$ cat config.mk
export PLATFORM = sky130hd
export DESIGN_NAME = ops_store_flat
export DESIGN_NICKNAME = d
export VERILOG_FILES = /design/src/logic/ops_pkg.sv /design/src/logic/ops_if.sv /design/src/logic/ops_store.sv /design/src/flat_wrapper.sv
export SDC_FILE = /design/constraint.sdc
export NUM_CORES = 1
export LEC_CHECK = 0
export ABC_AREA = 1
export BUFFER_PORTS_ARGS = -buffer_cell sky130_fd_sc_hd__buf_2
export CORE_AREA = 2 2 137 139
export DETAILED_ROUTE_END_ITERATION = 16
export DIE_AREA = 0 0 139 141
export PLACE_DENSITY = 0.78
export SLEW_MARGIN = 10
export SYNTH_ARGS = -nofsm -noshare
export SYNTH_HDL_FRONTEND = slang
export SYNTH_SLANG_ARGS = --single-unit
$ cat constraint.sdc
create_clock -name mclk -period 11.4 [get_ports mclk]
set_input_delay 1.14 -clock mclk [delete_from_list [all_inputs] [get_ports mclk]]
set_output_delay 1.14 -clock mclk [all_outputs]
set_load 0.05 [all_outputs]
$ cat src/logic/ops_pkg.sv
// Package: memory map, field layout, command codes and lookup tables for the parameter store
`default_nettype none
package ops_pkg;

  localparam int NV_BYTES = 8;
  localparam int NV_AW    = 3;

  localparam logic [7:0] ADDR_CAL0  = 8'h00;
  localparam logic [7:0] ADDR_CAL1  = 8'h01;
  localparam logic [7:0] ADDR_THR   = 8'h02;
  localparam logic [7:0] ADDR_CUR   = 8'h03;
  localparam logic [7:0] ADDR_VEL   = 8'h04;
  localparam logic [7:0] ADDR_MOT   = 8'h05;
  localparam logic [7:0] ADDR_SEC   = 8'h06;
  localparam logic [7:0] ADDR_LOCK  = 8'h07;
  localparam logic [7:0] ADDR_LAST  = 8'h07;

  localparam int BIT_GLOCK = 0;
  localparam int BIT_TLOCK = 1;

  typedef enum logic [1:0] {
    OPS_CMD_NONE,
    OPS_CMD_PROGRAM,
    OPS_CMD_READBACK,
    OPS_CMD_PARAM_WRITE
  } ops_cmd_t;

  typedef enum logic [1:0] {
    OPS_ST_OK,
    OPS_ST_LOCKED,
    OPS_ST_BAD_ADDR
  } ops_status_t;

  // Motion parameter set as held in RAM
  typedef struct packed {
    logic [3:0]  abs_thr;
    logic [3:0]  run_cur;
    logic [3:0]  hold_cur;
    logic [3:0]  vmax;
    logic [3:0]  vmin;
    logic        shaft;
    logic [3:0]  acc;
    logic [10:0] fallback;
    logic [3:0]  rel_thr;
    logic [1:0]  step_mode;
  } ops_param_t;

  localparam logic [10:0] FALLBACK_OFF   = 11'h400;
  localparam logic [10:0] FALLBACK_MASK  = 11'h7fc;
  localparam logic [3:0]  HOLD_ZERO_CODE = 4'hf;
  localparam logic [3:0]  FLOOR_CUR_CODE = 4'h0;
  localparam int          HOLD_FLOOR_CYC = 16;

  localparam int ABS_STEP_MV = 500;
  localparam int REL_STEP_MV = 250;

  localparam logic [9:0] CUR_MA [16] = '{
    10'd59, 10'd71, 10'd84, 10'd100, 10'd119, 10'd141, 10'd168, 10'd200,
    10'd238, 10'd283, 10'd336, 10'd400, 10'd476, 10'd566, 10'd673, 10'd800};
  localparam logic [9:0] VMAX_FS [16] = '{
    10'd99, 10'd136, 10'd167, 10'd197, 10'd213, 10'd228, 10'd243, 10'd273,
    10'd303, 10'd334, 10'd364, 10'd395, 10'd456, 10'd546, 10'd729, 10'd973};
  localparam logic [15:0] ACC_FS [16] = '{
    16'd49, 16'd218, 16'd1004, 16'd3609, 16'd6228, 16'd8848, 16'd11409, 16'd13970,
    16'd16531, 16'd19092, 16'd21886, 16'd24447, 16'd27008, 16'd29570, 16'd34925, 16'd40047};

  // Microsteps per full step for each step mode
  localparam logic [4:0] USTEP [4] = '{5'd2, 5'd4, 5'd8, 5'd16};

endpackage
`default_nettype wire

$ cat src/logic/ops_if.sv
// Interface: command and answer path between bus master and parameter store
`default_nettype none
interface ops_if;
  import ops_pkg::*;
  logic       cmd_valid;
  ops_cmd_t   cmd;
  logic [7:0] cmd_addr;
  logic [7:0] cmd_data;
  ops_param_t cmd_param;
  logic       cmd_ready;
  logic       rsp_valid;
  ops_status_t rsp_status;
  logic [7:0] rsp_data;

  modport dev  (input cmd_valid, cmd, cmd_addr, cmd_data, cmd_param,
                output cmd_ready, rsp_valid, rsp_status, rsp_data);
  modport host (output cmd_valid, cmd, cmd_addr, cmd_data, cmd_param,
                input cmd_ready, rsp_valid, rsp_status, rsp_data);
endinterface
`default_nettype wire

$ cat src/logic/ops_store.sv
// Device end: nonvolatile store, lock handling, RAM parameters and decoding
`default_nettype none
module ops_store
  import ops_pkg::*;
#(
  parameter logic [7:0] FACTORY_CAL0 = 8'h00, // Arbitrary calibration content
  parameter logic [7:0] FACTORY_CAL1 = 8'h00  // Arbitrary calibration content
) (
  input  wire logic  mclk,             // Clock
  input  wire logic  reset_n,          // Power-on reset, active low
  ops_if.dev         bus,              // Command path
  input  wire logic  hardwired_addr_pin, // Address pin from outside
  input  wire logic  addr_pin_ok,      // Pin connection sensed, from outside
  input  wire logic  motion_stopped,   // Motion controller idle
  input  wire logic  continuous_speed_mode, // Running in velocity mode
  input  wire logic  bad_zap_inject,   // Unused zap disturbance, tie low
  output logic [6:0] node_addr,        // Bus node address
  output logic [9:0] coil_ma,          // Coil current target in mA
  output logic       bridge_off,       // Regulator off, low side grounded
  output logic [9:0] vmax_fs,          // Max speed full steps/s
  output logic [9:0] vmin_fs,          // Min speed full steps/s
  output logic [15:0] acc_fs,          // Ramp rate full steps/s2
  output logic [4:0] microstep_resolution, // Microsteps per full step
  output logic       dir_cw,           // Direction for positioning
  output logic [12:0] stall_abs_threshold, // Absolute threshold mV, 0 off
  output logic [11:0] stall_rel_threshold, // Relative threshold mV, 0 off
  output logic       goto_fallback,    // Drive to fallback position
  output logic [15:0] fallback_position // Fallback target position
);

  typedef struct packed {
    logic [NV_BYTES-1:0][7:0] fuse;
    logic                     loaded;
    ops_param_t               ram;
    logic [3:0]               node_bits;
    logic [1:0]               pin_s;
    logic [1:0]               hw_s;
    logic                     pin_ok_q;
    logic                     rsp_valid;
    ops_status_t              rsp_status;
    logic [7:0]               rsp_data;
    logic [4:0]               hold_cnt;
    logic                     bridge_off;
    logic [9:0]               coil_ma;
    logic                     fallback_go;
  } ops_store_state_t;

  ops_store_state_t s, next_s;

  function automatic ops_param_t decode_fuse(input logic [NV_BYTES-1:0][7:0] f);
    ops_param_t p;
    p.abs_thr   = f[ADDR_THR[NV_AW-1:0]][7:4];
    p.run_cur   = f[ADDR_CUR[NV_AW-1:0]][7:4];
    p.hold_cur  = f[ADDR_CUR[NV_AW-1:0]][3:0];
    p.vmax      = f[ADDR_VEL[NV_AW-1:0]][7:4];
    p.vmin      = f[ADDR_VEL[NV_AW-1:0]][3:0];
    p.fallback  = {f[ADDR_MOT[NV_AW-1:0]][7:5], f[ADDR_SEC[NV_AW-1:0]][7:2], 2'b00};
    p.shaft     = f[ADDR_MOT[NV_AW-1:0]][4];
    p.acc       = f[ADDR_MOT[NV_AW-1:0]][3:0];
    p.rel_thr   = f[ADDR_LOCK[NV_AW-1:0]][7:4];
    p.step_mode = f[ADDR_LOCK[NV_AW-1:0]][3:2];
    return p;
  endfunction

  logic [NV_AW-1:0] idx;
  logic             locked;
  logic [7:0]       burn;

  always_comb begin
    next_s = s;
    idx    = bus.cmd_addr[NV_AW-1:0];
    locked = s.fuse[ADDR_LOCK[NV_AW-1:0]][BIT_GLOCK] ||
             (s.fuse[ADDR_LOCK[NV_AW-1:0]][BIT_TLOCK] && bus.cmd_addr <= ADDR_CAL1);
    burn   = bus.cmd_data & ~s.fuse[idx];
    next_s.rsp_valid = 1'b0;
    next_s.pin_s = {s.pin_s[0], addr_pin_ok};
    next_s.hw_s  = {s.hw_s[0], hardwired_addr_pin};
    next_s.pin_ok_q = s.pin_s[1];
    if (!s.loaded) begin
      next_s.loaded    = 1'b1;
      next_s.ram       = decode_fuse(s.fuse);
      next_s.node_bits = s.fuse[ADDR_THR[NV_AW-1:0]][3:0];
    end else if (bus.cmd_valid) begin
      next_s.rsp_valid  = 1'b1;
      next_s.rsp_status = OPS_ST_OK;
      next_s.rsp_data   = 8'h00;
      unique case (bus.cmd)
        OPS_CMD_PROGRAM: begin
          if (bus.cmd_addr > ADDR_LAST) begin
            next_s.rsp_status = OPS_ST_BAD_ADDR;
          end else if (locked) begin
            next_s.rsp_status = OPS_ST_LOCKED;
          end else begin
            next_s.fuse[idx] = s.fuse[idx] | burn;
          end
        end
        OPS_CMD_READBACK: begin
          if (bus.cmd_addr > ADDR_LAST) begin
            next_s.rsp_status = OPS_ST_BAD_ADDR;
          end else begin
            next_s.rsp_data = s.fuse[idx];
          end
        end
        OPS_CMD_PARAM_WRITE: begin
          next_s.ram = bus.cmd_param;
          next_s.ram.fallback = bus.cmd_param.fallback & FALLBACK_MASK;
        end
        OPS_CMD_NONE: begin
          next_s.rsp_valid = 1'b0;
        end
      endcase
    end
    // Current reduction on standstill
    if (!motion_stopped) begin
      next_s.coil_ma    = CUR_MA[s.ram.run_cur];
      next_s.bridge_off = 1'b0;
      next_s.hold_cnt   = '0;
    end else if (s.ram.hold_cur != HOLD_ZERO_CODE) begin
      next_s.coil_ma    = CUR_MA[s.ram.hold_cur];
      next_s.bridge_off = 1'b0;
    end else begin
      next_s.coil_ma = CUR_MA[FLOOR_CUR_CODE];
      if (s.hold_cnt < 5'(HOLD_FLOOR_CYC)) begin
        next_s.hold_cnt = s.hold_cnt + 5'd1;
      end else begin
        next_s.bridge_off = 1'b1;
      end
    end
    next_s.fallback_go = !s.pin_ok_q && s.loaded && (s.ram.fallback != FALLBACK_OFF);
  end

  always_ff @(posedge mclk) begin
    if (!reset_n) begin
      s <= '0;
      s.fuse[ADDR_CAL0[NV_AW-1:0]] <= FACTORY_CAL0;
      s.fuse[ADDR_CAL1[NV_AW-1:0]] <= FACTORY_CAL1;
      s.fuse[ADDR_LOCK[NV_AW-1:0]][BIT_TLOCK] <= 1'b1;
    end else begin
      s <= next_s;
    end
  end

  // Reset clears all fuse contents except the factory calibration bytes and trim lock bit; model keeps them in flops.
  assign bus.cmd_ready  = s.loaded;
  assign bus.rsp_valid  = s.rsp_valid;
  assign bus.rsp_status = s.rsp_status;
  assign bus.rsp_data   = s.rsp_data;

  assign node_addr = {2'b11, s.node_bits, s.hw_s[1]};
  assign coil_ma   = s.coil_ma;
  assign bridge_off = s.bridge_off;
  assign vmax_fs   = VMAX_FS[s.ram.vmax];
  assign vmin_fs   = (s.ram.vmin == 4'h0) ? VMAX_FS[s.ram.vmax] :
                     10'((14'(VMAX_FS[s.ram.vmax]) * 14'(s.ram.vmin)) >> 5);
  assign acc_fs    = ACC_FS[s.ram.acc];
  assign microstep_resolution = USTEP[s.ram.step_mode];
  assign dir_cw    = continuous_speed_mode ? 1'b0 : s.ram.shaft;
  assign stall_abs_threshold = 13'(s.ram.abs_thr * ABS_STEP_MV);
  assign stall_rel_threshold = 12'(s.ram.rel_thr * REL_STEP_MV);
  assign goto_fallback     = s.fallback_go;
  assign fallback_position = {s.ram.fallback, 5'b00000};

  logic unused_ok;
  assign unused_ok = bad_zap_inject;

endmodule
`default_nettype wire

$ cat src/flat_wrapper.sv
// flat-port wrapper written by rule: the top's interface ports become plain ports
module ops_store_flat import ops_pkg::*;
#(
  parameter logic [7:0] FACTORY_CAL0 = 8'h00,                                 
  parameter logic [7:0] FACTORY_CAL1 = 8'h00                                  
)
  (mclk, reset_n, hardwired_addr_pin, addr_pin_ok, motion_stopped, continuous_speed_mode, bad_zap_inject, node_addr, coil_ma, bridge_off, vmax_fs, vmin_fs, acc_fs, microstep_resolution, dir_cw, stall_abs_threshold, stall_rel_threshold, goto_fallback, fallback_position, bus_cmd_valid, bus_cmd, bus_cmd_addr, bus_cmd_data, bus_cmd_param, bus_cmd_ready, bus_rsp_valid, bus_rsp_status, bus_rsp_data);
  ops_if bus_i ();
  input  wire logic mclk;
  input  wire logic reset_n;
  input  wire logic hardwired_addr_pin;
  input  wire logic addr_pin_ok;
  input  wire logic motion_stopped;
  input  wire logic continuous_speed_mode;
  input  wire logic bad_zap_inject;
  output logic [6:0] node_addr;
  output logic [9:0] coil_ma;
  output logic bridge_off;
  output logic [9:0] vmax_fs;
  output logic [9:0] vmin_fs;
  output logic [15:0] acc_fs;
  output logic [4:0] microstep_resolution;
  output logic dir_cw;
  output logic [12:0] stall_abs_threshold;
  output logic [11:0] stall_rel_threshold;
  output logic goto_fallback;
  output logic [15:0] fallback_position;
  input wire logic [$bits(bus_i.cmd_valid)-1:0] bus_cmd_valid;
  input wire logic [$bits(bus_i.cmd)-1:0] bus_cmd;
  input wire logic [$bits(bus_i.cmd_addr)-1:0] bus_cmd_addr;
  input wire logic [$bits(bus_i.cmd_data)-1:0] bus_cmd_data;
  input wire logic [$bits(bus_i.cmd_param)-1:0] bus_cmd_param;
  output wire logic [$bits(bus_i.cmd_ready)-1:0] bus_cmd_ready;
  output wire logic [$bits(bus_i.rsp_valid)-1:0] bus_rsp_valid;
  output wire logic [$bits(bus_i.rsp_status)-1:0] bus_rsp_status;
  output wire logic [$bits(bus_i.rsp_data)-1:0] bus_rsp_data;
  assign bus_i.cmd_valid = bus_cmd_valid;
  assign bus_i.cmd = bus_cmd;
  assign bus_i.cmd_addr = bus_cmd_addr;
  assign bus_i.cmd_data = bus_cmd_data;
  assign bus_i.cmd_param = bus_cmd_param;
  assign bus_cmd_ready = bus_i.cmd_ready;
  assign bus_rsp_valid = bus_i.rsp_valid;
  assign bus_rsp_status = bus_i.rsp_status;
  assign bus_rsp_data = bus_i.rsp_data;
  ops_store #(.FACTORY_CAL0(FACTORY_CAL0), .FACTORY_CAL1(FACTORY_CAL1)) u_core (.mclk(mclk), .reset_n(reset_n), .bus(bus_i), .hardwired_addr_pin(hardwired_addr_pin), .addr_pin_ok(addr_pin_ok), .motion_stopped(motion_stopped), .continuous_speed_mode(continuous_speed_mode), .bad_zap_inject(bad_zap_inject), .node_addr(node_addr), .coil_ma(coil_ma), .bridge_off(bridge_off), .vmax_fs(vmax_fs), .vmin_fs(vmin_fs), .acc_fs(acc_fs), .microstep_resolution(microstep_resolution), .dir_cw(dir_cw), .stall_abs_threshold(stall_abs_threshold), .stall_rel_threshold(stall_rel_threshold), .goto_fallback(goto_fallback), .fallback_position(fallback_position));
endmodule
==> impl_metrics.toml <==
[timing]
fmaxAchievable_mhz = 171.1
finalHoldViolCount = 0
final_max_slew_viol_count = 0
fin_tns_setup_ns = 0
relSlewSlack = 0.3587
skew_ns = 0.006787
fin_crit_sh = 0.5128
setup_viol = 0
period_minus_slack_ns = 5.846
whs_ns = 0.4151
rsz0062_at_grt = "false"
fin_ws_ns = 5.554
worst_pin_slew_ns = 0.9598

[detailed_routing]
ant_nets = 0
vias_per_cell = 5.435
routed-via-count = 9180
drt-pass1-iter-count = 8
wl_per_cell_um = 15.25
routed_wl_um = 25760
drc = 0
initialDrtViolationCount = 704

[clocking]
clock_latency_ns = 0.42
cts_num_sinks = 142
cts_tree = "yes"
cts_buffers = 17
holdBufCountCts = 0
cts-root-buf = "clkbuf_16"
cts.repair.resized = 0
clk_pin_slew_ns = 0.06
cts_htree_levels = 4
ctsLongestPathBuffers = 2
post_cts_buffers = 0

[synth]
synth_top_cell_by_area = "dfxtp_1"
async_flop_share = 0
ys_seq_elements = 142
synth_edf_count = 0
avgSynthCellArea_um2 = 7.266
syn_inst = 1349
synth_area_um2 = 9802
ys_seq_area_frac = 0.2900
netlist.area_leader.share = 0.2900
synth_ff_type = "dfxtp_1"
yosysUniqueCellTypes = 53
yosysWarnings = 0
synthTopCellsByArea = "dfxtp_1 29%, nand2_1 10%, ha_1 9.2%"

[grt]
grt_usage = 0.2588
grt_max_degree = 73
grt_pass1_vias = 8522
antenna_found_initial = 2
busiest_layer = "met2"
grt.overflow.total = 0
grt_use_met1 = 0.3367
met3_usage = 0.03635
use_met2 = 0.4408
grt_pass1_wl_um = 41690

[floorplan]
die_area_um2 = 19600
die_x_um = 139
coreArea_um2 = 18270
row_count = 50
io_pins = 182
start_util = 0.5366
die_y_um = 141

[pwr]
pwr-share-clk = 0.443
ir_drop_uv = 95.38
switching_share = 0.2788
power_w = 0.001194
combPwrFrac = 0.132
netSwitchingPower_w = 0.0003329
p_leak_nw = 5.079
p_int_w = 0.0008610
power_frac_seq = 0.425
powerDensity_nw_per_um2 = 109.7

[placed_design]
io_buffer_count = 165
dp.cells = 1654
hpwl_um = 19140
gp_congestion = 0.9079
place_worst_setup_slack_ns = 6.020

[setup_path]
startpoint_type = "register"
crit_type = "register to primary output"
crit_path_end_kind = "primary output"
critical_path.max_fanout = 8
arrival_ns = 4.71
crit_required_ns = 10.26

[layout]
most-common-layout-cells = "261 x nand2_1, 173 x inv_1, 165 x buf_2"
mostFrequentLayoutCell = "nand2_1"
n_fill_cell = 1702
layout.nets = 1608
post_layout_nonfiller_instances = 1689
area.growth.synth_to_final_pct = 11.03
drive_gt1_frac = 0.1680

[job]
max-cap-violations = 0

[run_status]
status = "complete, no violations"

[min_path]
hp-class = "register to register"
==> routing by layer <==
metal | part of all wire | vias to the layer above
li1 | - | 4549
met1 | 0.43 | 4226
met4 | 0.029 | 0
met2 | 0.48 | 352
met3 | 0.064 | 53
met5 | 0 | -
==> stage by stage <==
step	utilization	area, µm²
finish	0.5958	10880
CTS	0.5953	10880
global route	0.5956	10880
detailed placement	0.5647	10320
global placement	0.5647	10320
floorplan	-	9843
==> critical path, cell delays in order, from the launching register on <==
cell     delay [ns]
dfxtp_1        0.46
inv_1          0.15
ha_1           0.23
o21ai_0        0.42
nor2_1         0.12
fa_1           0.54
inv_1          0.05
fa_1           0.53
inv_1          0.04
ha_1           0.36
a21oi_1        0.31
o21ai_0        0.15
a21oi_1        0.14
o21ai_0        0.13
o21ai_0        0.17
a21oi_1        0.06
a21oi_1        0.14
buf_2          0.28
==> final timing paths <==
kind / cells after the start / startpoint / end / slack, ns
setup / recovery: 17 / u_core.s[64] / vmin_fs[6] / 5.55
hold / removal: 2 / u_core.next_s[30] / u_core.node_addr[0] / 0.42
setup reg to reg: 10 / u_core.bus.cmd_ready / u_core.s[136] / 9.15
hold reg to reg: 2 / u_core.next_s[30] / u_core.node_addr[0] / 0.42
==> cells in the mapped netlist, types with 8 or more instances <==
library cell / instances
inv_1: 173
buf_6: 8
buf_2: 11
a22oi_1: 8
xor2_1: 11
a31oi_1: 41
o221ai_1: 8
o21ai_0: 87
a21oi_1: 127
clkbuf_1: 34
dfxtp_1: 142
buf_4: 55
nand2_1: 261
o211ai_1: 12
fa_1: 29
o21ai_1: 34
nor2_1: 98
nand3_1: 34
ha_1: 72
nand2_2: 10
o21a_1: 16
==> flip-flops by register name, summed over array words and instances (netlist names), 2 cells and up <==
| signal | cells |
|---|---|
| u_core.bus.rsp_data | 8 |
| u_core.bus.rsp_status | 2 |
| u_core.coil_ma | 10 |
| u_core.fallback_position | 9 |
| u_core.next_s | 3 |
| u_core.node_addr | 5 |
| u_core.s | 101 |
==> area by class of cell <==
| type | instances | area (µm²) | area share |
|---|---|---|---|
| multi-input cells | 926 | 5633 | 0.5176 |
| inverters | 183 | 691.9 | 0.06358 |
| clock buffers | 21 | 440.4 | 0.04047 |
| repair buffers | 169 | 855.8 | 0.07864 |
| flip-flops and latches | 142 | 2843 | 0.2612 |
| well taps | 234 | 292.8 | 0.02690 |
| clock inverters | 11 | 118.9 | 0.01092 |
| diodes | 3 | 7.507 | 0.0006898 |
==> power by group through the flow <==
stage / registers [W] / logic [W] / clock network (W)
finish: 0.000508 / 0.000157 / 0.000529
global route: 0.000508 / 0.000170 / 0.000553
CTS: 0.000507 / 0.000156 / 0.000534
detailed placement: 0.000518 / 0.000155 / 0
global placement: 0.000518 / 0.000154 / 0
floorplan: 0.000518 / 0.000124 / 0
==> cells by family (layout without fill, tap and decap cells) <==
family,after synthesis,after routing,synth area share
buf+inv,292,384,0.1409
compound gates,366,366,0.2173
flops,142,142,0.2900
xor+xnor,14,14,0.01251
simple gates,432,432,0.1874
fa+ha+maj,101,101,0.1511
other cells,2,16,0.0007662
No activity file was read; power rests on OpenSTA's default activity.
